### src/inc/dss_pkg.sv
`default_nettype none
package dss_pkg;
	// Object dictionary addressing
	localparam logic [15:0] IDX_SUBMODE = 16'h3202;
	localparam logic [15:0] IDX_FB_SEL = 16'h3203;
	localparam logic [7:0] SUB_ZERO = 8'h00;
	localparam logic [7:0] SUB_FB_FIRST = 8'h01;
	// Feedback table size
	localparam int FB_MAX = 4;
	localparam logic [7:0] FB_COUNT = 8'h04;
	localparam int FB_SEARCH_START = 2;
	localparam logic [2:0] FB_SENSORLESS = 3'h1;
	// Submode field positions
	localparam int SM_LOOP = 0;
	localparam int SM_VSRAMP = 1;
	localparam int SM_BRAKE = 2;
	localparam int SM_REDUCE = 3;
	localparam int SM_TORQUE = 4;
	localparam int SM_MOTOR = 5;
	// Feedback mask bit positions
	localparam int MB_POS = 0;
	localparam int MB_SPEED = 1;
	localparam int MB_COMM = 2;
	// Reset values
	localparam logic [31:0] SUBMODE_RST = 32'h0000_0000;
	localparam logic [7:0] MASK_RST = 8'h00;
	// Operating mode codes seen on the mode input
	localparam logic [7:0] OPM_PROFILE_TORQUE = 8'h04;
	localparam logic [7:0] OPM_CSYNC_TORQUE = 8'h0A;

	typedef logic [7:0] dss_mask_t;
endpackage : dss_pkg
`default_nettype wire

### src/inc/dss_search_if.sv
`timescale 1ns/1ps
`default_nettype none
interface dss_search_if;
	logic [dss_pkg::FB_MAX:1] hit;
	logic [2:0] sel;
	modport req (output hit, input sel);
	modport srch (input hit, output sel);
endinterface : dss_search_if
`default_nettype wire

### src/rtl/dss_drive_cfg.sv
`timescale 1ns/1ps
`default_nettype none
module dss_drive_cfg (
	input wire logic clk,
	input wire logic sys_rst,
	input wire logic obj_wr,
	input wire logic obj_rd,
	input wire logic [15:0] obj_index,
	input wire logic [7:0] obj_sub,
	input wire logic [31:0] obj_wdata,
	output logic [31:0] obj_rdata,
	output logic obj_ack,
	output logic obj_err,
	input wire logic [7:0] op_mode,
	output logic closed_loop,
	output logic velocity_by_sramp,
	output logic auto_brake,
	output logic current_reduction,
	output logic torque_only,
	output logic speed_limiter,
	output logic brushless_motor_type,
	output logic [2:0] pos_fb_sel,
	output logic [2:0] speed_fb_sel,
	output logic [2:0] comm_fb_sel,
	output logic comm_fb_valid
);
	logic [31:0] drive_submode_select;
	dss_pkg::dss_mask_t fb_mask [1:dss_pkg::FB_MAX];
	logic hit_sub;
	logic hit_mask;
	logic hit_cnt;
	logic [2:0] mask_n;
	logic torque_mode;
	logic [31:0] next_rdata;

	dss_search_if pos_if ();
	dss_search_if spd_if ();
	dss_search_if com_if ();

	// Address decode of the two objects
	assign hit_sub = (obj_index == dss_pkg::IDX_SUBMODE)
		&& (obj_sub == dss_pkg::SUB_ZERO);
	assign hit_cnt = (obj_index == dss_pkg::IDX_FB_SEL)
		&& (obj_sub == dss_pkg::SUB_ZERO);
	assign hit_mask = (obj_index == dss_pkg::IDX_FB_SEL)
		&& (obj_sub >= dss_pkg::SUB_FB_FIRST)
		&& (obj_sub <= dss_pkg::FB_COUNT);
	assign mask_n = obj_sub[2:0];

	// Submode register
	always_ff @(posedge clk or posedge sys_rst)
	begin
		if (sys_rst)
		begin
			drive_submode_select <= dss_pkg::SUBMODE_RST;
		end
		else if (obj_wr && hit_sub)
		begin
			drive_submode_select <= obj_wdata;
		end
	end

	// Feedback masks; entry one is the sensorless feedback
	always_ff @(posedge clk or posedge sys_rst)
	begin
		if (sys_rst)
		begin
			for (int n = 1; n <= dss_pkg::FB_MAX; n++)
			begin
				fb_mask[n] <= dss_pkg::MASK_RST;
			end
		end
		else if (obj_wr && hit_mask)
		begin
			fb_mask[mask_n] <= obj_wdata[7:0];
		end
	end

	// Read mux; count entry is fixed at the product figure
	always_comb
	begin
		next_rdata = 32'h0000_0000;
		if (hit_sub)
		begin
			next_rdata = drive_submode_select;
		end
		else if (hit_cnt)
		begin
			next_rdata = {24'h00_0000, dss_pkg::FB_COUNT};
		end
		else if (hit_mask)
		begin
			next_rdata = {24'h00_0000, fb_mask[mask_n]};
		end
	end

	// One-cycle answer; count entry refuses writes
	always_ff @(posedge clk or posedge sys_rst)
	begin
		if (sys_rst)
		begin
			obj_rdata <= 32'h0000_0000;
			obj_ack <= 1'b0;
			obj_err <= 1'b0;
		end
		else
		begin
			obj_ack <= obj_wr || obj_rd;
			obj_err <= (obj_wr && !(hit_sub || hit_mask))
				|| (obj_rd && !(hit_sub || hit_mask || hit_cnt));
			if (obj_rd)
			begin
				obj_rdata <= next_rdata;
			end
		end
	end

	// Torque field only counts in the torque modes
	assign torque_mode = (op_mode == dss_pkg::OPM_PROFILE_TORQUE)
		|| (op_mode == dss_pkg::OPM_CSYNC_TORQUE);

	// Drive mode outputs, registered for clean control lines
	always_ff @(posedge clk or posedge sys_rst)
	begin
		if (sys_rst)
		begin
			closed_loop <= 1'b0;
			velocity_by_sramp <= 1'b0;
			auto_brake <= 1'b0;
			current_reduction <= 1'b0;
			brushless_motor_type <= 1'b0;
		end
		else
		begin
			closed_loop <= drive_submode_select[dss_pkg::SM_LOOP];
			velocity_by_sramp <= drive_submode_select[dss_pkg::SM_VSRAMP];
			auto_brake <= drive_submode_select[dss_pkg::SM_BRAKE];
			current_reduction <= drive_submode_select[dss_pkg::SM_REDUCE]
				&& !drive_submode_select[dss_pkg::SM_LOOP];
			brushless_motor_type <= drive_submode_select[dss_pkg::SM_MOTOR];
		end
	end

	// Torque structure; outside torque modes neither is asserted
	always_ff @(posedge clk or posedge sys_rst)
	begin
		if (sys_rst)
		begin
			torque_only <= 1'b0;
			speed_limiter <= 1'b0;
		end
		else
		begin
			torque_only <= torque_mode
				&& drive_submode_select[dss_pkg::SM_TORQUE];
			speed_limiter <= torque_mode
				&& !drive_submode_select[dss_pkg::SM_TORQUE];
		end
	end

	// Gather one mask bit per feedback for each controller
	always_comb
	begin
		for (int n = 1; n <= dss_pkg::FB_MAX; n++)
		begin
			pos_if.hit[n] = fb_mask[n][dss_pkg::MB_POS];
			spd_if.hit[n] = fb_mask[n][dss_pkg::MB_SPEED];
			com_if.hit[n] = fb_mask[n][dss_pkg::MB_COMM];
		end
	end

	dss_fb_search u_pos_search (
		.bus(pos_if)
	);

	dss_fb_search u_spd_search (
		.bus(spd_if)
	);

	dss_fb_search u_com_search (
		.bus(com_if)
	);

	// Position and speed picks stay live in open loop for the display
	always_ff @(posedge clk or posedge sys_rst)
	begin
		if (sys_rst)
		begin
			pos_fb_sel <= dss_pkg::FB_SENSORLESS;
			speed_fb_sel <= dss_pkg::FB_SENSORLESS;
		end
		else
		begin
			pos_fb_sel <= pos_if.sel;
			speed_fb_sel <= spd_if.sel;
		end
	end

	// Commutation pick is held at sensorless in open loop
	always_ff @(posedge clk or posedge sys_rst)
	begin
		if (sys_rst)
		begin
			comm_fb_sel <= dss_pkg::FB_SENSORLESS;
			comm_fb_valid <= 1'b0;
		end
		else
		begin
			comm_fb_valid <= drive_submode_select[dss_pkg::SM_LOOP];
			if (drive_submode_select[dss_pkg::SM_LOOP])
			begin
				comm_fb_sel <= com_if.sel;
			end
			else
			begin
				comm_fb_sel <= dss_pkg::FB_SENSORLESS;
			end
		end
	end

	a_loop_follows: assert property (@(posedge clk)
		disable iff (sys_rst)
		closed_loop == $past(drive_submode_select[dss_pkg::SM_LOOP]))
		else $error("closed_loop does not follow loop field");

	a_sramp_follows: assert property (@(posedge clk)
		disable iff (sys_rst)
		(obj_wr && hit_sub) |-> ##2
		velocity_by_sramp == $past(obj_wdata[dss_pkg::SM_VSRAMP], 2))
		else $error("velocity simulation not taken from write");

	a_brake_follows: assert property (@(posedge clk)
		disable iff (sys_rst)
		(obj_wr && hit_sub) |-> ##2
		auto_brake == $past(obj_wdata[dss_pkg::SM_BRAKE], 2))
		else $error("brake control not taken from write");

	a_reduce_open: assert property (@(posedge clk)
		disable iff (sys_rst)
		current_reduction |-> !closed_loop)
		else $error("current reduction active in closed loop");

	a_torque_gate: assert property (@(posedge clk)
		disable iff (sys_rst)
		!$past(torque_mode) |-> !torque_only && !speed_limiter)
		else $error("torque structure active outside torque mode");

	a_torque_excl: assert property (@(posedge clk)
		disable iff (sys_rst)
		$past(torque_mode) |-> (torque_only != speed_limiter))
		else $error("torque structure not exclusive in torque mode");

	a_torque_field: assert property (@(posedge clk)
		disable iff (sys_rst)
		torque_only |-> $past(drive_submode_select[dss_pkg::SM_TORQUE]))
		else $error("torque controller alone without torque field");

	a_limiter_field: assert property (@(posedge clk)
		disable iff (sys_rst)
		speed_limiter |-> !$past(drive_submode_select[dss_pkg::SM_TORQUE]))
		else $error("speed limiter with torque field set");

	a_motor_follows: assert property (@(posedge clk)
		disable iff (sys_rst)
		(obj_wr && hit_sub) |-> ##2
		brushless_motor_type == $past(obj_wdata[dss_pkg::SM_MOTOR], 2))
		else $error("motor type not taken from write");

	// A write in the same cycle is refused, so the error follows it
	a_count_read: assert property (@(posedge clk)
		disable iff (sys_rst)
		(obj_rd && hit_cnt) |=> obj_ack && obj_err == $past(obj_wr)
		&& obj_rdata == {24'h00_0000, dss_pkg::FB_COUNT})
		else $error("feedback count read wrong");

	a_count_refuse: assert property (@(posedge clk)
		disable iff (sys_rst)
		(obj_wr && hit_cnt) |=> obj_ack && obj_err)
		else $error("write to feedback count not refused");

	a_pos_first: assert property (@(posedge clk)
		disable iff (sys_rst)
		$past(fb_mask[2][dss_pkg::MB_POS]) |-> pos_fb_sel == 3'h2)
		else $error("feedback 2 not first for position");

	a_speed_fallback: assert property (@(posedge clk)
		disable iff (sys_rst)
		($past(spd_if.hit[dss_pkg::FB_MAX:2]) == 3'h0)
		|-> speed_fb_sel == dss_pkg::FB_SENSORLESS)
		else $error("speed pick misses sensorless fallback");

	a_pos_fallback: assert property (@(posedge clk)
		disable iff (sys_rst)
		($past(pos_if.hit[dss_pkg::FB_MAX:2]) == 3'h0)
		|-> pos_fb_sel == dss_pkg::FB_SENSORLESS)
		else $error("position pick misses sensorless fallback");

	a_speed_skip: assert property (@(posedge clk)
		disable iff (sys_rst)
		($past(spd_if.hit[3:2]) == 2'h0 && $past(spd_if.hit[4]))
		|-> speed_fb_sel == 3'h4)
		else $error("speed search does not reach feedback 4");

	a_comm_open: assert property (@(posedge clk)
		disable iff (sys_rst)
		!closed_loop |-> comm_fb_sel == dss_pkg::FB_SENSORLESS
		&& !comm_fb_valid)
		else $error("commutation pick active in open loop");

	a_display_open: assert property (@(posedge clk)
		disable iff (sys_rst)
		(!closed_loop && $past(fb_mask[3][dss_pkg::MB_SPEED])
		&& !$past(fb_mask[2][dss_pkg::MB_SPEED]))
		|-> speed_fb_sel == 3'h3)
		else $error("display pick lost in open loop");

	a_mask_store: assert property (@(posedge clk)
		disable iff (sys_rst)
		(obj_wr && obj_index == dss_pkg::IDX_FB_SEL
		&& obj_sub == dss_pkg::SUB_FB_FIRST)
		|=> fb_mask[1] == $past(obj_wdata[7:0]))
		else $error("sensorless mask entry not stored");

	a_comm_bit: assert property (@(posedge clk)
		disable iff (sys_rst)
		(closed_loop && $past(fb_mask[2][dss_pkg::MB_COMM]))
		|-> comm_fb_sel == 3'h2)
		else $error("commutation bit ignored in closed loop");

	a_pos_bit: assert property (@(posedge clk)
		disable iff (sys_rst)
		($past(fb_mask[2][dss_pkg::MB_POS]) == 1'b0
		&& $past(fb_mask[3][dss_pkg::MB_POS]))
		|-> pos_fb_sel == 3'h3)
		else $error("position bit on feedback 3 ignored");

	a_speed_bit: assert property (@(posedge clk)
		disable iff (sys_rst)
		$past(fb_mask[2][dss_pkg::MB_SPEED]) |-> speed_fb_sel == 3'h2)
		else $error("speed bit on feedback 2 ignored");
endmodule : dss_drive_cfg
`default_nettype wire

### src/rtl/dss_fb_search.sv
`timescale 1ns/1ps
`default_nettype none
module dss_fb_search (
	dss_search_if.srch bus
);
	logic [2:0] next_sel;

	// Walk downward so the lowest index from 2 up wins
	always_comb
	begin
		next_sel = dss_pkg::FB_SENSORLESS;
		for (int n = dss_pkg::FB_MAX; n >= dss_pkg::FB_SEARCH_START; n--)
		begin
			if (bus.hit[n])
			begin
				next_sel = 3'(n);
			end
		end
	end

	assign bus.sel = next_sel;
endmodule : dss_fb_search
`default_nettype wire

### config.mk
export PLATFORM = sky130hd
export DESIGN_NAME = dss_drive_cfg
export DESIGN_NICKNAME = d
export VERILOG_FILES = /design/src/inc/dss_pkg.sv /design/src/inc/dss_search_if.sv /design/src/rtl/dss_drive_cfg.sv /design/src/rtl/dss_fb_search.sv
export SDC_FILE = /design/constraint.sdc
export NUM_CORES = 1
export LEC_CHECK = 0
export ABC_AREA = 1
export ABC_CLOCK_PERIOD_IN_PS = 3500
export BUFFER_PORTS_ARGS = -buffer_cell sky130_fd_sc_hd__buf_2
export CELL_PAD_IN_SITES_DETAIL_PLACEMENT = 1
export CELL_PAD_IN_SITES_GLOBAL_PLACEMENT = 2
export CORE_UTILIZATION = 28
export DETAILED_ROUTE_END_ITERATION = 10
export PLACE_DENSITY_LB_ADDON = 0.12
export SYNTH_ARGS = -nofsm -noshare
export SYNTH_HDL_FRONTEND = slang
export SYNTH_SLANG_ARGS = --single-unit
### constraint.sdc
create_clock -name clk -period 3.5 [get_ports clk]
set_input_delay 0.525 -clock clk [delete_from_list [all_inputs] [get_ports clk]]
set_output_delay 0.525 -clock clk [all_outputs]
set_load 0.03 [all_outputs]
==> results of run 1 <==
per-layer routing:
metal	share of wire, %	up-vias	track usage [%]	wire [um]
li1	-	2211	-	-
met1	48	2207	23.3	7320
met2	47	87	28.7	7260
met3	3.6	15	4.23	547
met4	1.0	0	5.74	157
met5	0	-	0	0
critical path, cell delays in order:
cell and delay, ps:
sky130_fd_sc_hd__buf_2 190, sky130_fd_sc_hd__inv_2 180, sky130_fd_sc_hd__nand2_2 100, sky130_fd_sc_hd__nand2_1 90, sky130_fd_sc_hd__nand3_1 120, sky130_fd_sc_hd__nor2_4 590
sky130_fd_sc_hd__nand3_2 350, sky130_fd_sc_hd__nand2_1 150, sky130_fd_sc_hd__nand2_1 70
metrics by stage:
step	setup slack (ps)	hold WS [ps]	cell area, um^2	total power [W]
floorplan	1590	374	5120	0.00142
global placement	969	390	5890	0.00151
detailed placement	943	397	5890	0.00151
CTS	1380	241	6480	0.00327
global route	1180	270	6480	0.00335
finish	1410	221	6480	0.00321
worst min-delay path by stage:
stage                        end  cells after the start
2_1_floorplan         auto_brake                      0
3_3_place_gp   velocity_by_sramp                      0
3_5_place_dp   velocity_by_sramp                      0
4_1_cts            speed_limiter                      3
5_1_grt            speed_limiter                      3
6_report           speed_limiter                      3
power by group through the flow:
stage	Combinational, W	Clock, W	Sequential [W]
2_1_floorplan	0.0000759	0	0.00135
3_3_place_gp	0.000161	0	0.00134
3_5_place_dp	0.000164	0	0.00134
4_1_cts	0.000164	0.00179	0.00132
5_1_grt	0.000179	0.00185	0.00132
6_report	0.000158	0.00173	0.00132
registers in the layout (all words and copies together) (netlist names):
name / count
fb_mask: 28
auto_brake: 1
brushless_motor_type: 1
obj_ack: 1
velocity_by_sramp: 1
speed_fb_sel: 3
speed_limiter: 1
comm_fb_valid: 1
pos_fb_sel: 3
com_if.hit: 4
comm_fb_sel: 3
current_reduction: 1
drive_submode_select: 32
obj_err: 1
obj_rdata: 32
torque_only: 1
cell type report:
type,instances,area (um^2)
fill,2136,11500
clock inverter,13,150
sequential,114,2860
multi-input combinational,432,1930
inverter,38,146
clock buffer,19,443
tap,229,287
timing repair buffer,125,668
cells in the mapped netlist (all sizes together):
master   instances
clkbuf          15
dfstp            3
nor2            33
nor3             1
a21oi           13
nand3b           1
nand3           74
nand2          261
nor4             1
o211ai           7
buf             18
nand4           32
o21ai            1
o2111ai          1
inv             38
or2              7
dfrtp          111
logic make-up after synthesis:
logic type	after synthesis	synth area share (%)
AOI/OAI and AO/OA	22	2.57
buffers and inverters	71	6.58
DFF	114	55.8
and+or+nand+nor	410	35.1
==> results_tabular.tex, run 1 <==
\begin{tabular}{lr}
\hline
Metric & Value \\
\hline
\multicolumn{2}{l}{\textbf{Outcome}} \\
\quad Result of the run & finished, final reports clean \\
\multicolumn{2}{l}{\textbf{Worst setup path}} \\
\quad Largest fanout of any net on the critical path & 29 \\
\quad Data required time of the worst path & 3800 ps \\
\quad Critical Path End Type & flip-flop \\
\quad Number of cell instances on the worst register-to-register path & 7 \\
\quad R2R setup slack & 2230 ps \\
\quad Capture point of the worst path & fb\_mask[20] \\
\quad Nature of the critical path startpoint & primary input \\
\quad Worst reg2reg startpoint & fb\_mask[22] \\
\quad Startpoint of the most critical setup path & obj\_sub[0] \\
\quad Reg-to-Reg End & obj\_rdata[6] \\
\quad Kind of critical path & in -> reg \\
\quad WP data arrival & 2380 ps \\
\multicolumn{2}{l}{\textbf{Logic synthesis}} \\
\quad Number of warning messages in the yosys log & 0 \\
\quad Sequential area share after synthesis & 55.8\% \\
\quad Count of mapped cells out of synthesis & 617 \\
\quad Syn Area/Cell & 8.30 um\^{}2 \\
\quad Largest cells by area after synthesis & sky130\_fd\_sc\_hd\_\_dfrtp\_1, sky130\_fd\_sc\_hd\_\_nand2\_1, sky130\_fd\_sc\_hd\_\_nand3\_1 \\
\quad Fraction of synthesized cell area taken by the top area cell type & 54.3\% \\
\quad Largest area contributor in the synthesized netlist & sky130\_fd\_sc\_hd\_\_dfrtp\_1 \\
\quad Number of nets produced by synthesis & 685 \\
\quad Count of cell types in the netlist & 25 \\
\quad Area of the mapped netlist & 5120 um\^{}2 \\
\quad Flops \& latches, synth & 114 \\
\multicolumn{2}{l}{\textbf{Clocking}} \\
\quad \# clock sinks & 114 \\
\quad Max H-tree Level & 4 \\
\quad Total CTS buffers & 17 \\
\quad Maximum buffer depth of the clock tree & 2 \\
\quad Worst-Skew Late Latency & 410 ps \\
\quad Number of hold buffers added after cts & 0 \\
\quad Postcts setup bufs & 0 \\
\quad Cell at the root of the clock tree & sky130\_fd\_sc\_hd\_\_clkbuf\_16 \\
\quad Clock transition at the registers of the reported paths & 60 ps \\
\quad CTS tree & yes \\
\quad Resize count post-CTS & 0 \\
\multicolumn{2}{l}{\textbf{Place}} \\
\quad Number of port buffers & 118 \\
\quad Estimated wirelength of the detail-placed design & 10400 um \\
\quad Routability cong. & 0.760 \\
\quad Placed cell count & 938 \\
\multicolumn{2}{l}{\textbf{Hold path}} \\
\quad Min-delay worst type & in -> async \\
\multicolumn{2}{l}{\textbf{Timing}} \\
\quad Worst-margin pin slew & 1050 ps \\
\quad Total Negative Setup Slacks & 0 ps \\
\quad Slew HR & 30.3\% \\
\quad Achievable Freq & 479 MHz \\
\quad Skew final & 5.25 ps \\
\quad Hold violation total from the final report & 0 \\
\quad Final Critical Period & 2090 ps \\
\quad Setup repair after global routing missed its margin & false \\
\quad Share of the clock period used by the worst path after layout & 59.6\% \\
\quad Final setup violation count & 0 \\
\quad Total count of max-transition violations in the final report & 0 \\
\multicolumn{2}{l}{\textbf{Die}} \\
\quad Die Y-Extent & 137 um \\
\quad Placement row count & 49 \\
\quad Initial cell density of the core & 28.5\% \\
\quad Chip width & 137 um \\
\quad Die footprint & 18800 um\^{}2 \\
\quad Core ar. & 18000 um\^{}2 \\
\quad Io pins & 119 \\
\multicolumn{2}{l}{\textbf{Pwr}} \\
\quad Share of total power consumed by net switching & 23.9\% \\
\quad Cell-internal power & 0.00244 W \\
\quad Clock group share of total power & 54.0\% \\
\quad Worst supply voltage drop on vdd & 0.000319 V \\
\quad Part of the power in registers & 41.1\% \\
\quad Leakage Power & 3.64 nW \\
\quad Combinational fraction of design power & 4.9\% \\
\quad Total power per unit cell area & 495 nW/um\^{}2 \\
\quad P\_sw & 0.000766 W \\
\multicolumn{2}{l}{\textbf{Final layout}} \\
\quad Most common cell after layout, fill and taps aside & sky130\_fd\_sc\_hd\_\_nand2\_1 \\
\quad Final core area utilization & 36.1\% \\
\quad Highest-count cells in the layout ignoring fill and taps & sky130\_fd\_sc\_hd\_\_nand2\_1, sky130\_fd\_sc\_hd\_\_buf\_2, sky130\_fd\_sc\_hd\_\_dfrtp\_1, sky130\_fd\_sc\_hd\_\_nand3\_1, sky130\_fd\_sc\_hd\_\_inv\_1 \\
\quad Final Net Count & 796 \\
\quad Post-Layout Cell Count & 970 \\
\quad Fraction of final layout cells sized beyond drive strength 1 & 24.6\% \\
\quad Post-synthesis to final-layout area growth & 26.6\% \\
\quad Final antenna diode count & 0 \\
\multicolumn{2}{l}{\textbf{Routing}} \\
\quad DRC Markers & 0 \\
\quad Average wire per cell in the routed design & 15.7 um \\
\quad Detail Route Antenna Nets & 0 \\
\quad Via density & 4.66 \\
\quad Number of vias in the routed layout & 4520 \\
\quad Total Wirelength & 15300 um \\
\quad Iteration-0 DRC Markers & 164 \\
\quad Pre-antenna DRT Iters & 4 \\
\multicolumn{2}{l}{\textbf{GRT}} \\
\quad Residual overflow from global routing & 0 \\
\quad GRT Util Overall & 17.8\% \\
\quad Wire length of the first global-routing pass & 25500 um \\
\quad Pin count of the biggest net entering global routing & 73 \\
\quad Number of antenna violations at the first check in global routing & 0 \\
\quad Via count of the first global-routing pass & 4871 \\
\multicolumn{2}{l}{\textbf{Run}} \\
\quad Count of maximum capacitance violations & 0 \\
\hline
\end{tabular}
No activity file was read; power rests on OpenSTA's default activity.
==> inputs of run 2 (changes only) <==
ABC_CLOCK_PERIOD_IN_PS = 1700   (was 3500)
clock period = 1.7 ns   (was 3.5 ns; I/O delays follow)
==> run 2 against run 1 <==
Effect of this change:
- setup slack lost 1100 ps
- cell area grew 3.9%
- sequential share of layout area shrank 1.7 points
- routed wire length grew 2.4%
- critical path type is now reg -> out
- largest cell class unchanged
- worst hold slack lost 150 ps
- power grew 100%
- cell count grew 3.2%
- via count grew 1.8%
==> results_tabular.tex, run 2 (synthesis results as in run 1) <==
\begin{tabular}{lr}
\hline
Metric & Value \\
\hline
\multicolumn{2}{l}{\textbf{Worst setup path}} \\
\quad Cell Chain, Critical Path & buf\_2 \\
\quad Stage delay of the slowest cell on the critical path & 510 ps \\
\quad Critical Path End Type & output pin \\
\quad Cell class contributing the biggest share of worst-path delay & flip-flops \\
\quad Standard cell with the maximum stage delay on the critical path & sky130\_fd\_sc\_hd\_\_dfstp\_2 \\
\quad Kind of critical path & reg -> out \\
\quad Nature of the critical path startpoint & flip-flop \\
\quad Bufs and invs on worst path & 1 \\
\quad WP data arrival & 1110 ps \\
\quad Data required time of the worst path & 1440 ps \\
\quad Largest fanout of any net on the critical path & 1 \\
\multicolumn{2}{l}{\textbf{Timing}} \\
\quad Worst-margin pin slew & 478 ps \\
\quad Hold violation total from the final report & 0 \\
\quad Setup repair after global routing missed its margin & false \\
\quad Slew HR & 68.1\% \\
\quad Share of the clock period used by the worst path after layout & 80.3\% \\
\quad Final Critical Period & 1360 ps \\
\quad Total count of max-transition violations in the final report & 0 \\
\quad Final setup violation count & 0 \\
\quad Skew final & 5.64 ps \\
\quad Achievable Freq & 733 MHz \\
\quad Setup slack after layout & 336 ps \\
\multicolumn{2}{l}{\textbf{Final layout}} \\
\quad Filler Cell Count & 2193 \\
\quad Fraction of final layout cells sized beyond drive strength 1 & 27.5\% \\
\quad Total area of sequential cells & 2860 um\^{}2 \\
\quad Most common cell after layout, fill and taps aside & sky130\_fd\_sc\_hd\_\_nand2\_1 \\
\quad Final Net Count & 827 \\
\quad Final antenna diode count & 0 \\
\quad Top Registers & drive\_submode\_select: 32 flops, obj\_rdata: 32 flops, fb\_mask: 28 flops \\
\quad Highest-count cells in the layout ignoring fill and taps & sky130\_fd\_sc\_hd\_\_nand2\_1, sky130\_fd\_sc\_hd\_\_buf\_2, sky130\_fd\_sc\_hd\_\_dfrtp\_1, sky130\_fd\_sc\_hd\_\_nand3\_1, sky130\_fd\_sc\_hd\_\_inv\_1 \\
\quad Multi-input logic area & 1930 um\^{}2 \\
\quad Post-synthesis to final-layout area growth & 31.6\% \\
\quad Post-Layout Cell Count & 1001 \\
\multicolumn{2}{l}{\textbf{Place}} \\
\quad Number of port buffers & 118 \\
\quad Worst setup slack before clock tree synthesis & -35.3 ps \\
\quad Routability cong. & 0.760 \\
\quad Placed cell count & 968 \\
\quad Estimated wirelength of the detail-placed design & 11000 um \\
\multicolumn{2}{l}{\textbf{Clocking}} \\
\quad Clock transition at the registers of the reported paths & 60 ps \\
\quad Cell at the root of the clock tree & sky130\_fd\_sc\_hd\_\_clkbuf\_16 \\
\quad Max H-tree Level & 4 \\
\quad Maximum buffer depth of the clock tree & 2 \\
\quad Total CTS buffers & 17 \\
\quad \# clock sinks & 114 \\
\quad Worst-Skew Late Latency & 410 ps \\
\quad CTS tree & yes \\
\multicolumn{2}{l}{\textbf{Die}} \\
\quad Placement row count & 49 \\
\quad Initial cell density of the core & 28.5\% \\
\quad Die footprint & 18800 um\^{}2 \\
\quad Core ar. & 18000 um\^{}2 \\
\quad Chip width & 137 um \\
\quad Io pins & 119 \\
\quad Die Y-Extent & 137 um \\
\multicolumn{2}{l}{\textbf{Routing}} \\
\quad Number of vias in the routed layout & 4601 \\
\quad Pre-antenna DRT Iters & 4 \\
\quad Detail Route Antenna Nets & 0 \\
\quad Total Wirelength & 15600 um \\
\quad DRC Markers & 0 \\
\quad Via density & 4.60 \\
\quad Iteration-0 DRC Markers & 172 \\
\quad Average wire per cell in the routed design & 15.6 um \\
\multicolumn{2}{l}{\textbf{GRT}} \\
\quad Residual overflow from global routing & 0 \\
\quad Via count of the first global-routing pass & 4986 \\
\quad GRT Util Overall & 18.3\% \\
\quad Wire length of the first global-routing pass & 26200 um \\
\quad Pin count of the biggest net entering global routing & 73 \\
\quad Number of antenna violations at the first check in global routing & 0 \\
\multicolumn{2}{l}{\textbf{Pwr}} \\
\quad Power, Total & 0.00647 W \\
\quad Total power per unit cell area & 960 nW/um\^{}2 \\
\quad Worst supply voltage drop on vdd & 0.000648 V \\
\quad Leakage Power & 3.79 nW \\
\multicolumn{2}{l}{\textbf{Hold path}} \\
\quad Min-delay worst type & in -> reg \\
\multicolumn{2}{l}{\textbf{Outcome}} \\
\quad Result of the run & finished, final reports clean \\
\multicolumn{2}{l}{\textbf{Run}} \\
\quad Count of maximum capacitance violations & 0 \\
\hline
\end{tabular}
run 2: layout make-up:
cell class	count	area share (%)
flip-flops and latches	114	42.4
clock buffers	18	6.37
inverters	38	2.17
clock inverters	14	1.99
repair buffers	156	14.2
well taps	229	4.25
multi-input cells	432	28.7
run 2: final timing paths:
| kind | to | from | slack, ps | depth (start not counted) |
|---|---|---|---|---|
| max in group asynchronous | pos_fb_sel[0] | sys_rst | 790 | 4 |
| min reg2reg | brushless_motor_type | drive_submode_select[5] | 400 | 0 |
| max | comm_fb_sel[0] | comm_fb_sel[0] | 340 | 1 |
| min | drive_submode_select[9] | obj_wdata[9] | 70 | 3 |
| min in group asynchronous | obj_rdata[21] | sys_rst | 480 | 4 |
| max reg2reg | obj_rdata[3] | fb_mask[19] | 430 | 7 |
run 2: per-layer routing:
| metal | track usage (%) | wire length, um |
|---|---|---|
| met1 | 22.7 | 7050 |
| met2 | 31.9 | 7840 |
| met3 | 4.45 | 619 |
| met4 | 4.09 | 131 |
| met5 | 0 | 0 |
run 2: through the flow:
step / utilization, % / setup TNS (ps) / hold slack, ps / cell area (um^2)
after detailed placement: 34.3 / -124 / 380 / 6160
after floorplan: - / 0 / 374 / 5120
after CTS: 37.5 / 0 / 60.5 / 6740
after global routing: 37.5 / 0 / 59.2 / 6740
after global placement: 34.3 / 0 / 372 / 6160
final: 37.5 / 0 / 71.1 / 6740
run 2: what timing repair did:
item / CTS / global route
endpoints found under the hold margin: 42 / 0
hold buffers: 1 / 0
gates resized for setup: 0 / 0
buffers inserted: 0 / 0
run 2: tightest hold or removal path: cells and delay by family:
kind          cells  cell delay [ps]
simple gates      2              120
buf+inv           1               80
run 2: report_power, final:
| part | switching (W) | leakage [nW] | internal [W] |
|---|---|---|---|
| combinational | 0.000242 | 1.95 | 0.000131 |
| sequential | 0.000000713 | 1.58 | 0.00272 |
| clock | 0.00136 | 0.259 | 0.00202 |
| total | 0.00160 | 3.79 | 0.00487 |
